<file path="src/shared/ssr_pkg.sv">
// constants and types shared by the synchronous serial receiver
package ssr_pkg;
   // register byte offsets on the wishbone bus
   localparam logic [4:0] SSR_OFS_RX_CTRL = 5'h00; // receive_status_control
   localparam logic [4:0] SSR_OFS_MODE = 5'h04; // master / sync / rate selects
   localparam logic [4:0] SSR_OFS_DATA = 5'h08; // receive_data_reg
   localparam logic [4:0] SSR_OFS_DIV_LO = 5'h0c; // divisor_low
   localparam logic [4:0] SSR_OFS_DIV_HI = 5'h10; // divisor_high
   localparam logic [4:0] SSR_OFS_IRQ = 5'h14; // irq enable and done flag
   // receive_status_control bit positions
   localparam int SSR_BIT_SERIAL_PORT_ENABLE = 7;
   localparam int SSR_BIT_NINE = 6;
   localparam int SSR_BIT_SINGLE = 5;
   localparam int SSR_BIT_CONT = 4;
   localparam int SSR_BIT_OVERRUN = 1;
   localparam int SSR_BIT_NINTH = 0;
   // mode register bit positions
   localparam int SSR_BIT_MASTER = 7;
   localparam int SSR_BIT_SYNC = 4;
   localparam int SSR_BIT_WIDE = 3;
   localparam int SSR_BIT_HIGH_RATE = 2;
   // irq register bit positions
   localparam int SSR_BIT_IRQ_EN = 0;
   localparam int SSR_BIT_DONE = 1;
   // values after reset
   localparam logic [7:0] SSR_RST_RX_CTRL = 8'h00;
   localparam logic [7:0] SSR_RST_MODE = 8'h00;
   localparam logic [7:0] SSR_RST_DIV = 8'h00;
   localparam logic SSR_RST_IRQ_EN = 1'b0;
   // fifo depth and character sizes
   localparam logic [1:0] SSR_FIFO_DEPTH = 2'h2;
   localparam logic [3:0] SSR_BITS_8 = 4'h8;
   localparam logic [3:0] SSR_BITS_9 = 4'h9;
   // serial clock is (divisor+1)*4 cycles per period, so half a period is 2*(n+1)
   localparam int SSR_HALF_MULT = 2;
   // receive sequencer states, gray along idle -> low -> high
   typedef enum logic [1:0] {
      SSR_ST_IDLE = 2'b00,
      SSR_ST_LOW = 2'b01,
      SSR_ST_HIGH = 2'b11
   } ssr_state_t;
endpackage

</file>
<file path="src/rtl/ssr_core.sv">
// synchronous serial receiver: wishbone registers, clock master/slave and two-character fifo
//
// The placing of the registers and the Wishbone slave port were chosen for this implementation.
`timescale 1ns/1ps
module ssr_core
   import ssr_pkg::*;
(
   // clock and reset
   input wire logic CORE_CLK_I,
   input wire logic RST_I,
   // wishbone slave
   input wire logic WB_CYC_I,
   input wire logic WB_STB_I,
   input wire logic WB_WE_I,
   input wire logic [4:0] WB_ADR_I,
   input wire logic [3:0] WB_SEL_I,
   input wire logic [31:0] WB_DAT_I,
   output logic [31:0] WB_DAT_O,
   output logic WB_ACK_O,
   // serial data pin
   input wire logic RX_DATA_I,
   output logic RX_DATA_O,
   output logic RX_DATA_OE_O,
   // serial clock pin
   input wire logic CLK_PIN_I,
   output logic CLK_PIN_O,
   output logic CLK_PIN_OE_O,
   // interrupt request
   output logic IRQ_O
);

   // software-visible control
   logic serial_port_enable_reg, nine_reg, single_reg, cont_reg;
   logic master_reg, sync_reg, wide_reg, high_rate_reg, irq_en_reg;
   logic [7:0] div_lo_reg, div_hi_reg;
   // status
   logic overrun_reg, ovr_single_reg;
   // fifo
   logic [8:0] fifo_mem [0:1];
   logic rd_ptr_reg, wr_ptr_reg;
   logic [1:0] fifo_cnt_reg;
   // sequencer
   ssr_state_t state_reg;
   logic [17:0] half_cnt_reg;
   logic [3:0] bit_cnt_reg;
   logic [8:0] shift_reg;
   logic sclk_reg;
   // pin synchronisers
   logic rx_meta_reg, rx_sync_reg, ck_meta_reg, ck_sync_reg, ck_prev_reg;
   // bus
   logic ack_reg, irq_reg, clk_oe_reg, rx_oe_reg;
   logic [31:0] dat_reg;

   // bus decode, effects happen on the edge that samples ack high
   logic bus_req, bus_wr, bus_rd_data, wr_lane;
   assign bus_req = WB_CYC_I & WB_STB_I;
   assign bus_wr = bus_req & ack_reg & WB_WE_I;
   assign wr_lane = WB_SEL_I[0];
   assign bus_rd_data = bus_req & ack_reg & ~WB_WE_I & (WB_ADR_I == SSR_OFS_DATA);

   // sequencer controls
   logic rx_enable, slave_fall, master_term, take_bit, char_done, push, pop;
   logic [17:0] half_len;
   logic [15:0] divisor;
   logic [3:0] char_bits;
   logic [8:0] char_word;
   assign divisor = wide_reg ? {div_hi_reg, div_lo_reg} : {8'h00, div_lo_reg};
   assign half_len = 18'(SSR_HALF_MULT) * (18'(divisor) + 18'h00001);
   assign char_bits = nine_reg ? SSR_BITS_9 : SSR_BITS_8;
   assign rx_enable = serial_port_enable_reg & sync_reg & (single_reg | cont_reg) & ~overrun_reg;
   assign slave_fall = ck_prev_reg & ~ck_sync_reg;
   assign master_term = (half_cnt_reg == half_len - 18'h00001);
   // trailing edge: own falling edge as master, pin falling edge as slave
   assign take_bit = rx_enable & (master_reg ? (state_reg == SSR_ST_HIGH) & master_term
                                             : (state_reg == SSR_ST_LOW) & slave_fall);
   assign char_done = take_bit & (bit_cnt_reg == char_bits - 4'h1);
   // assembled word with the last bit included
   always_comb begin
      char_word = shift_reg;
      char_word[bit_cnt_reg] = rx_sync_reg;
      if (!nine_reg) begin
         char_word[8] = 1'b0;
      end
   end
   assign push = char_done & (fifo_cnt_reg != SSR_FIFO_DEPTH);
   assign pop = bus_rd_data & (fifo_cnt_reg != 2'h0);

   // pin synchronisers, first stage feeds only the second
   always_ff @(posedge CORE_CLK_I) begin
      if (RST_I) begin
         rx_meta_reg <= 1'b0;
         rx_sync_reg <= 1'b0;
         ck_meta_reg <= 1'b0;
         ck_sync_reg <= 1'b0;
         ck_prev_reg <= 1'b0;
      end else begin
         rx_meta_reg <= RX_DATA_I;
         rx_sync_reg <= rx_meta_reg;
         ck_meta_reg <= CLK_PIN_I;
         ck_sync_reg <= ck_meta_reg;
         ck_prev_reg <= ck_sync_reg;
      end
   end

   // receive control register, hardware clears single receive after a character
   always_ff @(posedge CORE_CLK_I) begin
      if (RST_I) begin
         serial_port_enable_reg <= SSR_RST_RX_CTRL[SSR_BIT_SERIAL_PORT_ENABLE];
         nine_reg <= SSR_RST_RX_CTRL[SSR_BIT_NINE];
         single_reg <= SSR_RST_RX_CTRL[SSR_BIT_SINGLE];
         cont_reg <= SSR_RST_RX_CTRL[SSR_BIT_CONT];
      end else if (bus_wr && wr_lane && WB_ADR_I == SSR_OFS_RX_CTRL) begin
         serial_port_enable_reg <= WB_DAT_I[SSR_BIT_SERIAL_PORT_ENABLE];
         nine_reg <= WB_DAT_I[SSR_BIT_NINE];
         single_reg <= WB_DAT_I[SSR_BIT_SINGLE];
         cont_reg <= WB_DAT_I[SSR_BIT_CONT];
      end else if (char_done) begin
         single_reg <= 1'b0;
      end
   end

   // mode, divisor and irq enable registers
   always_ff @(posedge CORE_CLK_I) begin
      if (RST_I) begin
         master_reg <= SSR_RST_MODE[SSR_BIT_MASTER];
         sync_reg <= SSR_RST_MODE[SSR_BIT_SYNC];
         wide_reg <= SSR_RST_MODE[SSR_BIT_WIDE];
         high_rate_reg <= SSR_RST_MODE[SSR_BIT_HIGH_RATE];
         div_lo_reg <= SSR_RST_DIV;
         div_hi_reg <= SSR_RST_DIV;
         irq_en_reg <= SSR_RST_IRQ_EN;
      end else if (bus_wr && wr_lane) begin
         case (WB_ADR_I)
            SSR_OFS_MODE: begin
               master_reg <= WB_DAT_I[SSR_BIT_MASTER];
               sync_reg <= WB_DAT_I[SSR_BIT_SYNC];
               wide_reg <= WB_DAT_I[SSR_BIT_WIDE];
               high_rate_reg <= WB_DAT_I[SSR_BIT_HIGH_RATE]; // no effect in sync mode
            end
            SSR_OFS_DIV_LO: div_lo_reg <= WB_DAT_I[7:0];
            SSR_OFS_DIV_HI: div_hi_reg <= WB_DAT_I[7:0];
            SSR_OFS_IRQ: irq_en_reg <= WB_DAT_I[SSR_BIT_IRQ_EN];
            default: irq_en_reg <= irq_en_reg;
         endcase
      end
   end

   // overrun flag, a new overrun wins over a clearing read in the same cycle
   logic cont_clear;
   assign cont_clear = ~cont_reg | ~serial_port_enable_reg;
   always_ff @(posedge CORE_CLK_I) begin
      if (RST_I) begin
         overrun_reg <= 1'b0;
         ovr_single_reg <= 1'b0;
      end else if (char_done && !push) begin
         overrun_reg <= 1'b1;
         ovr_single_reg <= single_reg & ~cont_reg;
      end else if (!serial_port_enable_reg) begin
         overrun_reg <= 1'b0;
      end else if (overrun_reg && (ovr_single_reg ? bus_rd_data : cont_clear)) begin
         overrun_reg <= 1'b0;
      end
   end

   // two-character fifo, emptied when the port is disabled
   always_ff @(posedge CORE_CLK_I) begin
      if (RST_I) begin
         rd_ptr_reg <= 1'b0;
         wr_ptr_reg <= 1'b0;
         fifo_cnt_reg <= 2'h0;
      end else if (!serial_port_enable_reg) begin
         rd_ptr_reg <= 1'b0;
         wr_ptr_reg <= 1'b0;
         fifo_cnt_reg <= 2'h0;
      end else begin
         if (push) begin
            wr_ptr_reg <= ~wr_ptr_reg;
         end
         if (pop) begin
            rd_ptr_reg <= ~rd_ptr_reg;
         end
         fifo_cnt_reg <= fifo_cnt_reg + {1'b0, push} - {1'b0, pop};
      end
   end

   // fifo storage has no reset
   always_ff @(posedge CORE_CLK_I) begin
      if (push) begin
         fifo_mem[wr_ptr_reg] <= char_word;
      end
   end

   // receive sequencer and master clock generator
   always_ff @(posedge CORE_CLK_I) begin
      if (RST_I) begin
         state_reg <= SSR_ST_IDLE;
         half_cnt_reg <= 18'h00000;
         bit_cnt_reg <= 4'h0;
         shift_reg <= 9'h000;
         sclk_reg <= 1'b0;
      end else if (!rx_enable) begin
         // stop at once and drop any partial character
         state_reg <= SSR_ST_IDLE;
         half_cnt_reg <= 18'h00000;
         bit_cnt_reg <= 4'h0;
         sclk_reg <= 1'b0;
      end else begin
         case (state_reg)
            SSR_ST_IDLE: begin
               state_reg <= SSR_ST_LOW;
               half_cnt_reg <= 18'h00000;
               bit_cnt_reg <= 4'h0;
               shift_reg <= 9'h000;
               sclk_reg <= 1'b0;
            end
            SSR_ST_LOW: begin
               if (master_reg) begin
                  if (master_term) begin
                     state_reg <= SSR_ST_HIGH;
                     half_cnt_reg <= 18'h00000;
                     sclk_reg <= 1'b1; // leading edge
                  end else begin
                     half_cnt_reg <= half_cnt_reg + 18'h00001;
                  end
               end else if (take_bit) begin
                  shift_reg[bit_cnt_reg] <= rx_sync_reg;
                  bit_cnt_reg <= char_done ? 4'h0 : bit_cnt_reg + 4'h1;
               end
            end
            SSR_ST_HIGH: begin
               if (master_term) begin
                  sclk_reg <= 1'b0; // trailing edge
                  half_cnt_reg <= 18'h00000;
                  shift_reg[bit_cnt_reg] <= rx_sync_reg;
                  bit_cnt_reg <= char_done ? 4'h0 : bit_cnt_reg + 4'h1;
                  state_reg <= char_done ? SSR_ST_IDLE : SSR_ST_LOW;
               end else begin
                  half_cnt_reg <= half_cnt_reg + 18'h00001;
               end
            end
            default: state_reg <= SSR_ST_IDLE;
         endcase
      end
   end

   // pin drivers: data pin never driven, clock pin driven only as sync master
   always_ff @(posedge CORE_CLK_I) begin
      if (RST_I) begin
         rx_oe_reg <= 1'b0;
         clk_oe_reg <= 1'b0;
      end else begin
         rx_oe_reg <= 1'b0;
         clk_oe_reg <= serial_port_enable_reg & sync_reg & master_reg;
      end
   end

   // interrupt while characters are waiting and enabled
   always_ff @(posedge CORE_CLK_I) begin
      if (RST_I) begin
         irq_reg <= 1'b0;
      end else begin
         irq_reg <= irq_en_reg & (fifo_cnt_reg != 2'h0);
      end
   end

   // read mux
   logic [8:0] head;
   logic [31:0] rd_value;
   assign head = fifo_mem[rd_ptr_reg];
   always_comb begin
      rd_value = 32'h00000000;
      case (WB_ADR_I)
         SSR_OFS_RX_CTRL: begin
            rd_value[SSR_BIT_SERIAL_PORT_ENABLE] = serial_port_enable_reg;
            rd_value[SSR_BIT_NINE] = nine_reg;
            rd_value[SSR_BIT_SINGLE] = single_reg;
            rd_value[SSR_BIT_CONT] = cont_reg;
            rd_value[SSR_BIT_OVERRUN] = overrun_reg;
            rd_value[SSR_BIT_NINTH] = (fifo_cnt_reg != 2'h0) & head[8];
         end
         SSR_OFS_MODE: begin
            rd_value[SSR_BIT_MASTER] = master_reg;
            rd_value[SSR_BIT_SYNC] = sync_reg;
            rd_value[SSR_BIT_WIDE] = wide_reg;
            rd_value[SSR_BIT_HIGH_RATE] = high_rate_reg;
         end
         SSR_OFS_DATA: rd_value[7:0] = (fifo_cnt_reg != 2'h0) ? head[7:0] : 8'h00;
         SSR_OFS_DIV_LO: rd_value[7:0] = div_lo_reg;
         SSR_OFS_DIV_HI: rd_value[7:0] = div_hi_reg;
         SSR_OFS_IRQ: begin
            rd_value[SSR_BIT_IRQ_EN] = irq_en_reg;
            rd_value[SSR_BIT_DONE] = (fifo_cnt_reg != 2'h0);
         end
         default: rd_value = 32'h00000000;
      endcase
   end

   // wishbone answer: ack one cycle after the request, dropped the next cycle
   always_ff @(posedge CORE_CLK_I) begin
      if (RST_I) begin
         ack_reg <= 1'b0;
         dat_reg <= 32'h00000000;
      end else begin
         ack_reg <= bus_req & ~ack_reg;
         if (bus_req && !ack_reg) begin
            dat_reg <= rd_value;
         end
      end
   end

   assign WB_ACK_O = ack_reg;
   assign WB_DAT_O = dat_reg;
   assign RX_DATA_O = rx_oe_reg;
   assign RX_DATA_OE_O = rx_oe_reg;
   assign CLK_PIN_O = sclk_reg;
   assign CLK_PIN_OE_O = clk_oe_reg;
   assign IRQ_O = irq_reg;

endmodule // ssr_core

</file>
<file path="config.mk">
export PLATFORM = sky130hd
export DESIGN_NAME = ssr_core
export DESIGN_NICKNAME = d
export VERILOG_FILES = /design/src/shared/ssr_pkg.sv /design/src/rtl/ssr_core.sv
export SDC_FILE = /design/constraint.sdc
export NUM_CORES = 1
export LEC_CHECK = 0
export BUFFER_PORTS_ARGS = -buffer_cell sky130_fd_sc_hd__buf_2
export CAP_MARGIN = 10
export CELL_PAD_IN_SITES_DETAIL_PLACEMENT = 0
export CELL_PAD_IN_SITES_GLOBAL_PLACEMENT = 1
export CORE_MARGIN = 2
export CORE_UTILIZATION = 39
export DETAILED_ROUTE_END_ITERATION = 8
export GPL_TIMING_DRIVEN = 0
export PLACE_DENSITY = 0.73
export SETUP_SLACK_MARGIN = 0.3
export SYNTH_ARGS = -nofsm -noshare
export SYNTH_HDL_FRONTEND = slang
export SYNTH_SLANG_ARGS = --single-unit
</file>
<file path="constraint.sdc">
create_clock -name CORE_CLK_I -period 3.9 [get_ports CORE_CLK_I]
set_input_delay 0 -clock CORE_CLK_I [delete_from_list [all_inputs] [get_ports CORE_CLK_I]]
set_output_delay 0 -clock CORE_CLK_I [all_outputs]
set_load 0.05 [all_outputs]
</file>
## Word level (Yosys, flattened, before mapping)

Memory sizes are Yosys's and may differ from the RTL's. A register that Yosys moved wholly into a read port is not among the register bits.
Index checks and enable logic that the tools add are counted.

- Bits in registers: 81
- Bits in writable memories: 18
- Bits of input ports: 48
- Output and inout port bits: 38
- Word-level logic and storage cells: 155
- Memories kept: 1

Memory list:

| memory | words | width | read ports | clocked after Yosys merged registers in | write ports | line | source |
|---|---|---|---|---|---|---|---|
| fifo_mem | 2 | 9 | 1 | 1 | 1 | ssr_core.sv:39 | `logic [8:0] fifo_mem [0:1];` |

- $add $sub $neg: 7
- $lt $le $gt $ge: 2
- Equality and inequality tests: 16
- Mux-type cells: 44
- Bitwise logic cells: 31
- Reductions and logical operators: 24

Operators by type and width:

| kind | count |
|---|---|
| one-hot mux 18 bit (3 select lines) | 1 |
| two-way mux 18 bit | 2 |
| two-way mux 9 bit | 3 |
| one-hot mux 9 bit (3 select lines) | 1 |
| AND 1 bit | 20 |
| adder 18 x 1 -> 18 bit, second input constant | 1 |
| == test 18 bit | 1 |
| two-way mux 1 bit | 18 |
| subtractor 18 x 1 -> 18 bit, second input constant | 1 |
| adder 16 x 1 -> 17 bit, second input constant | 1 |
| two-way mux 16 bit | 1 |
| two-way mux 4 bit | 4 |
| one-hot mux 2 bit (4 select lines) | 2 |
| != test 2 bit, second input constant | 6 |
| one-hot mux 4 bit (3 select lines) | 1 |
| == test 5 x 4 -> 1 bit, second input constant | 2 |
| == test 5 bit, second input constant | 2 |
| one-hot mux 1 bit (5 select lines) | 2 |
| one-hot mux 2 bit (5 select lines) | 1 |
| AND reduction 2 bit | 5 |
| bitwise mux 9 bit | 1 |
| inverter 1 bit | 9 |
| two-way mux 8 bit | 1 |
| AND reduction 4 bit | 2 |
| other kinds (25) | 36 |

## Longest topological paths before layout

- Depth in word-level cells: 12
- Gate-level depth with buffers: 19
- Gate-level depth less buffers: 16

## Worst setup path before layout

OpenSTA, ideal clock, no wires.

- Path type: register to register
- Start: register div_lo_reg[0]
- End: register fifo_cnt_reg[1]
- Setup time: 120 ps
- Arrival time: 4191 ps
- Required time: 3780 ps
- Slack: -410 ps
- Stages on the path, launching flop included: 19
- Buffers on the path: 2
- Clock period less this slack: 4310 ps
- Cell sequence: dfxtp_1 ha_1 clkbuf_8 inv_1 nor4_1 mux2i_1 xnor2_1 or4_2 a221oi_2 o2111ai_2 o31a_1 or3b_2 clkbuf_1 ha_1 inv_1 ha_1 xor2_1 xnor2_1 nor2_1

- Word-level cells in the longest chain between the ends: 11

RTL lines:

| element | line | source |
|---|---|---|
| from (decl) | ssr_core.sv:35 | `logic [7:0] div_lo_reg, div_hi_reg;` |
| from (signal assigned) | ssr_core.sv:140 | `SSR_OFS_DIV_LO: div_lo_reg <= WB_DAT_I[7:0];` |
| two-way mux 16 bit | ssr_core.sv:67 | `assign divisor = wide_reg ? {div_hi_reg, div_lo_reg} : {8'h00, div_lo_reg};` |
| adder 16 x 1 -> 17 bit | ssr_core.sv:68 | `assign half_len = 18'(SSR_HALF_MULT) * (18'(divisor) + 18'h00001);` |
| subtractor 18 x 1 -> 18 bit | ssr_core.sv:72 | `assign master_term = (half_cnt_reg == half_len - 18'h00001);` |
| == test 18 bit | ssr_core.sv:72 |  |
| AND 1 bit | ssr_core.sv:74 | `assign take_bit = rx_enable & (master_reg ? (state_reg == SSR_ST_HIGH) & master_term` |
| two-way mux 1 bit | ssr_core.sv:74 |  |
| AND 1 bit | ssr_core.sv:74 |  |
| AND 1 bit | ssr_core.sv:76 | `assign char_done = take_bit & (bit_cnt_reg == char_bits - 4'h1);` |
| AND 1 bit | ssr_core.sv:85 | `assign push = char_done & (fifo_cnt_reg != SSR_FIFO_DEPTH);` |
| adder 2 x 1 -> 2 bit | ssr_core.sv:182 | `fifo_cnt_reg <= fifo_cnt_reg + {1'b0, push} - {1'b0, pop};` |
| subtractor 2 x 1 -> 2 bit | ssr_core.sv:182 |  |
| to (signal assigned) | ssr_core.sv:182 |  |
| to (decl) | ssr_core.sv:41 | `logic [1:0] fifo_cnt_reg;` |

No other way between the ends.
A chain may end at the register's enable or synchronous reset.

## Worst setup path in the final report

- Start: register wide_reg
- End: register fifo_cnt_reg[1]

- Word-level cells in the longest chain between the ends: 11

RTL lines:

| element | line | source |
|---|---|---|
| from (decl) | ssr_core.sv:34 | `logic master_reg, sync_reg, wide_reg, high_rate_reg, irq_en_reg;` |
| from (signal assigned) | ssr_core.sv:127 | `wide_reg <= SSR_RST_MODE[SSR_BIT_WIDE];` |
| from (signal assigned) | ssr_core.sv:137 | `wide_reg <= WB_DAT_I[SSR_BIT_WIDE];` |
| two-way mux 16 bit | ssr_core.sv:67 |  |
| adder 16 x 1 -> 17 bit | ssr_core.sv:68 |  |
| subtractor 18 x 1 -> 18 bit | ssr_core.sv:72 |  |
| == test 18 bit | ssr_core.sv:72 |  |
| AND 1 bit | ssr_core.sv:74 |  |
| two-way mux 1 bit | ssr_core.sv:74 |  |
| AND 1 bit | ssr_core.sv:74 |  |
| AND 1 bit | ssr_core.sv:76 |  |
| AND 1 bit | ssr_core.sv:85 |  |
| adder 2 x 1 -> 2 bit | ssr_core.sv:182 |  |
| subtractor 2 x 1 -> 2 bit | ssr_core.sv:182 |  |

No other way between the ends.

==> results by group <==
Floorplan
  • Die area: between 15000 and 20000 sq um
  • Area of the core: between 15000 and 20000 sq um
  • Std-Cell Rows: 45
  • Die width: about 130 microns
  • Initial core utilization: 0.4007
  • Ports: 86
  • Die Span Y: 129.2 microns

STA
  • Endpoints failing setup: 21
  • RSZ-0062 raised after global routing: true
  • Final min period: ~4.2 ns
  • Fmax: between 0.2 and 0.25 GHz
  • Slew at the pin closest to its max-slew limit: roughly 0.85 ns
  • Fin. Hold Viols: 0
  • Setup ws final: -0.2763 ns
  • Slew Viols, Final: 0
  • Setup_tns: -4.340 ns
  • Final Cycle Share: 1.071
  • Clk_skew: 0.008378 ns
  • Max-slew headroom: 0.4309

Cells and area
  • Layout cells sized above 1: 0.2817
  • Layout net count: about 900
  • # diodes: 0
  • Area Growth Syn to Fin: 31.47%
  • Design Area, Final: roughly 8000 sq um
  • Final cell count without fillers: 1056
  • Fillers: about 1400

Setup path
  • Worst reg2reg endpoint: fifo_cnt_reg[1]
  • CP Class: register to register
  • Reg2Reg Setup Slack: -0.28 ns
  • Reg-to-reg startpoint: wide_reg
  • Critical Path Start Type: register
  • CP Capture Type: register
  • Critical path arrival: approximately 4.4 ns
  • Critical path peak fanout: 10
  • R2R depth: 18
  • Critical Path RT: ~4.2 ns

Logic synthesis
  • Post-synth EDFFs: 18
  • Syn Area/Cell: roughly 8.6 sq um
  • Area leader, netlist: dfxtp_1
  • Mapped Cells: between 700 and 800
  • Most frequent cells after synthesis: nor2_1 (102), dfxtp_1 (82), nand2_1 (65)
  • Most used DFF post-synth: dfxtp_1
  • Post-synthesis sequential area ratio: 0.3569
  • Most numerous cell in the Yosys netlist: nor2_1
  • YS warnings: 0
  • Post-synth ARST share: 0
  • Synth area leaders: dfxtp_1 (27%), edfxtp_1 (8.8%), nor2_1 (6.3%)
  • Post-synth top area share: 0.2685
  • Number of synthesized register bits: 100
  • Synth cell types: 85
  • Syn Std Cell Area: ~6100 sq um

Routing
  • Routed WL: 17.68 mm
  • Via count: between 5000 and 6000
  • Initial DRT Pass Iterations: 7
  • Final ANT Viol Nets: 0
  • Vias per std cell: between 5 and 6
  • DRC viols: 0
  • Drt wl/cell: around 17 microns
  • DR iter-0 viols: between 200 and 300

Global routing
  • Antenna violations before repair: 0
  • First-pass GRT wire length: 27.21 mm
  • Gr usage total: 0.2097
  • Number of global-route vias before repair: around 5200
  • Remaining Overflow, GRT: 0
  • Largest net degree at the start of global routing: 22

Pwr
  • PwrDens: between 200 and 300 nW/um^2
  • Logic pwr share: 0.070
  • Sequential share of power: 0.492
  • Leakage: 3.032 nW
  • Sw Pwr: approximately 0.00058 W
  • Peak supply drop: between 0.0002 and 0.00025 V
  • Int Pwr: around 0.0016 W
  • Clock Power Share: 0.438
  • Sw Ratio: 0.2727

Clock network
  • H-tree lvl count: 3
  • Clk root buf: clkbuf_16
  • Worst-skew pair later-pin latency: between 0.3 and 0.4 ns
  • Clk sinks: 100
  • CTS max path bufs: 2
  • Clock transition at path regs: ~0.080 ns
  • Num CTS Buffers: 9
  • CTS tree: built

Run
  • Max Cap Viol: 0

Hold path
  • WHS Path Cells: 2
  • Min-delay src: RST_I
  • Hold Crit Class: primary input to register
  • Hold EP: ck_prev_reg

Placed design
  • Placed cells: roughly 1000
  • DPL Wire Length: between 10 and 15 mm
  • # port buffers: 29
  • Pre-CTS WS: -0.7789 ns
  • Post-place instance area: ~6700 sq um
  • Final Wtd Congestion: about 0.85

Run status
  • Violated checks: negative setup slack
  • Status: complete, but fails checks
==> per-stage QoR <==
stage	power, W	utilization	hold slack [ns]
2_1_floorplan	0.001187	-	0.1282
3_3_place_gp	0.001215	0.4379	0.2159
3_5_place_dp	0.001216	0.4379	0.2234
4_1_cts	0.002150	0.5043	0.05485
5_1_grt	0.002205	0.5269	0.07865
6_report	0.002135	0.5269	0.06605
==> placed cells by master, fill, tap and decap left out, drive strengths merged, types with 18 or more instances in the layout <==
master  synthesis  layout
xor2           20      20
o21ai          29      29
nand2          65      65
dfxtp          82      82
inv            18      21
conb            1      26
nor2          102     103
nand3          27      27
xnor2          32      32
a21oi          37      37
clkbuf         22      29
buf            40     120
mux2i          33      33
nand4          17      18
edfxtp         18      18
==> worst max-delay path by stage <==
stage / startpoint / end / slack, ns / cells past startpoint
finish: wide_reg / fifo_cnt_reg[1] / -0.28 / 18
global route: div_hi_reg[2] / fifo_cnt_reg[1] / -0.50 / 18
CTS: div_lo_reg[0] / fifo_cnt_reg[1] / -0.28 / 18
detailed placement: div_hi_reg[5] / fifo_mem[0][2] / -0.78 / 11
global placement: div_lo_reg[1] / fifo_mem[0][3] / -0.72 / 12
floorplan: div_lo_reg[0] / fifo_cnt_reg[1] / -0.19 / 18
==> repair_timing <==
item	4_1_cts	5_1_grt
setup buffers	32	15
hold buffers	10	0
cloned	4	1
pin swaps	28	18
endpoints found under the hold margin	27	0
setup endpoints to repair	58	56
resized for setup	69	44
==> critical path: stages (launching register included) <==
cell and delay, ns:
dfxtp_1 0.35, buf_6 0.15, nand4_1 0.13, buf_4 0.19, nor4_4 0.24, mux2i_2 0.38, xnor2_2 0.12, or4_4 0.46
a221oi_4 0.26, o2111ai_2 0.20, o31a_1 0.30, or3b_4 0.38, buf_8 0.13, ha_4 0.25, inv_2 0.04, ha_4 0.15
xor2_2 0.14, xnor2_1 0.14, nor2_1 0.05
==> cell families (layout without fill, tap and decap cells) <==
family,Yosys count,count (layout),synth area share
AO/OA/AOI/OAI,124,125,0.1436
adder cells (fa/ha/maj),8,8,0.01637
XOR/XNOR,53,53,0.07878
buffers and inverters,80,184,0.08001
multiplexers,46,46,0.07980
other,1,26,0.0006133
flip-flops,100,100,0.3569
AND/OR/NAND/NOR,301,303,0.2439
==> power by group through the flow <==
stage | combinational [W] | sequential [W] | clock [W]
floorplan | 0.000103 | 0.00108 | 0
global placement | 0.000139 | 0.00108 | 0
detailed placement | 0.000139 | 0.00108 | 0
CTS | 0.000147 | 0.00105 | 0.000951
global route | 0.000159 | 0.00105 | 0.000994
finish | 0.000149 | 0.00105 | 0.000935
==> area by class of cell <==
| cell class | instances | area (sq um) | share of cell area |
|---|---|---|---|
| Sequential cell | 100 | 2195 | 0.2730 |
| Clock buffer | 9 | 225.2 | 0.02802 |
| Timing Repair Buffer | 88 | 704.4 | 0.08763 |
| Inverter | 18 | 75.07 | 0.009339 |
| Multi-Input combinational cell | 561 | 3993 | 0.4967 |
| Clock inverter | 7 | 86.33 | 0.01074 |
| Buffer | 62 | 496.7 | 0.06179 |
| Tap cell | 211 | 264.0 | 0.03284 |
==> metal layers <==
metal / GRT usage / share of wire / vias to the layer above
li1: - / - / 2737
met1: 0.2885 / 0.46 / 2711
met2: 0.3307 / 0.47 / 130
met3: 0.04583 / 0.049 / 22
met4: 0.06266 / 0.017 / 0
met5: 0 / 0 / -
Power figures use the tool's default switching activity.
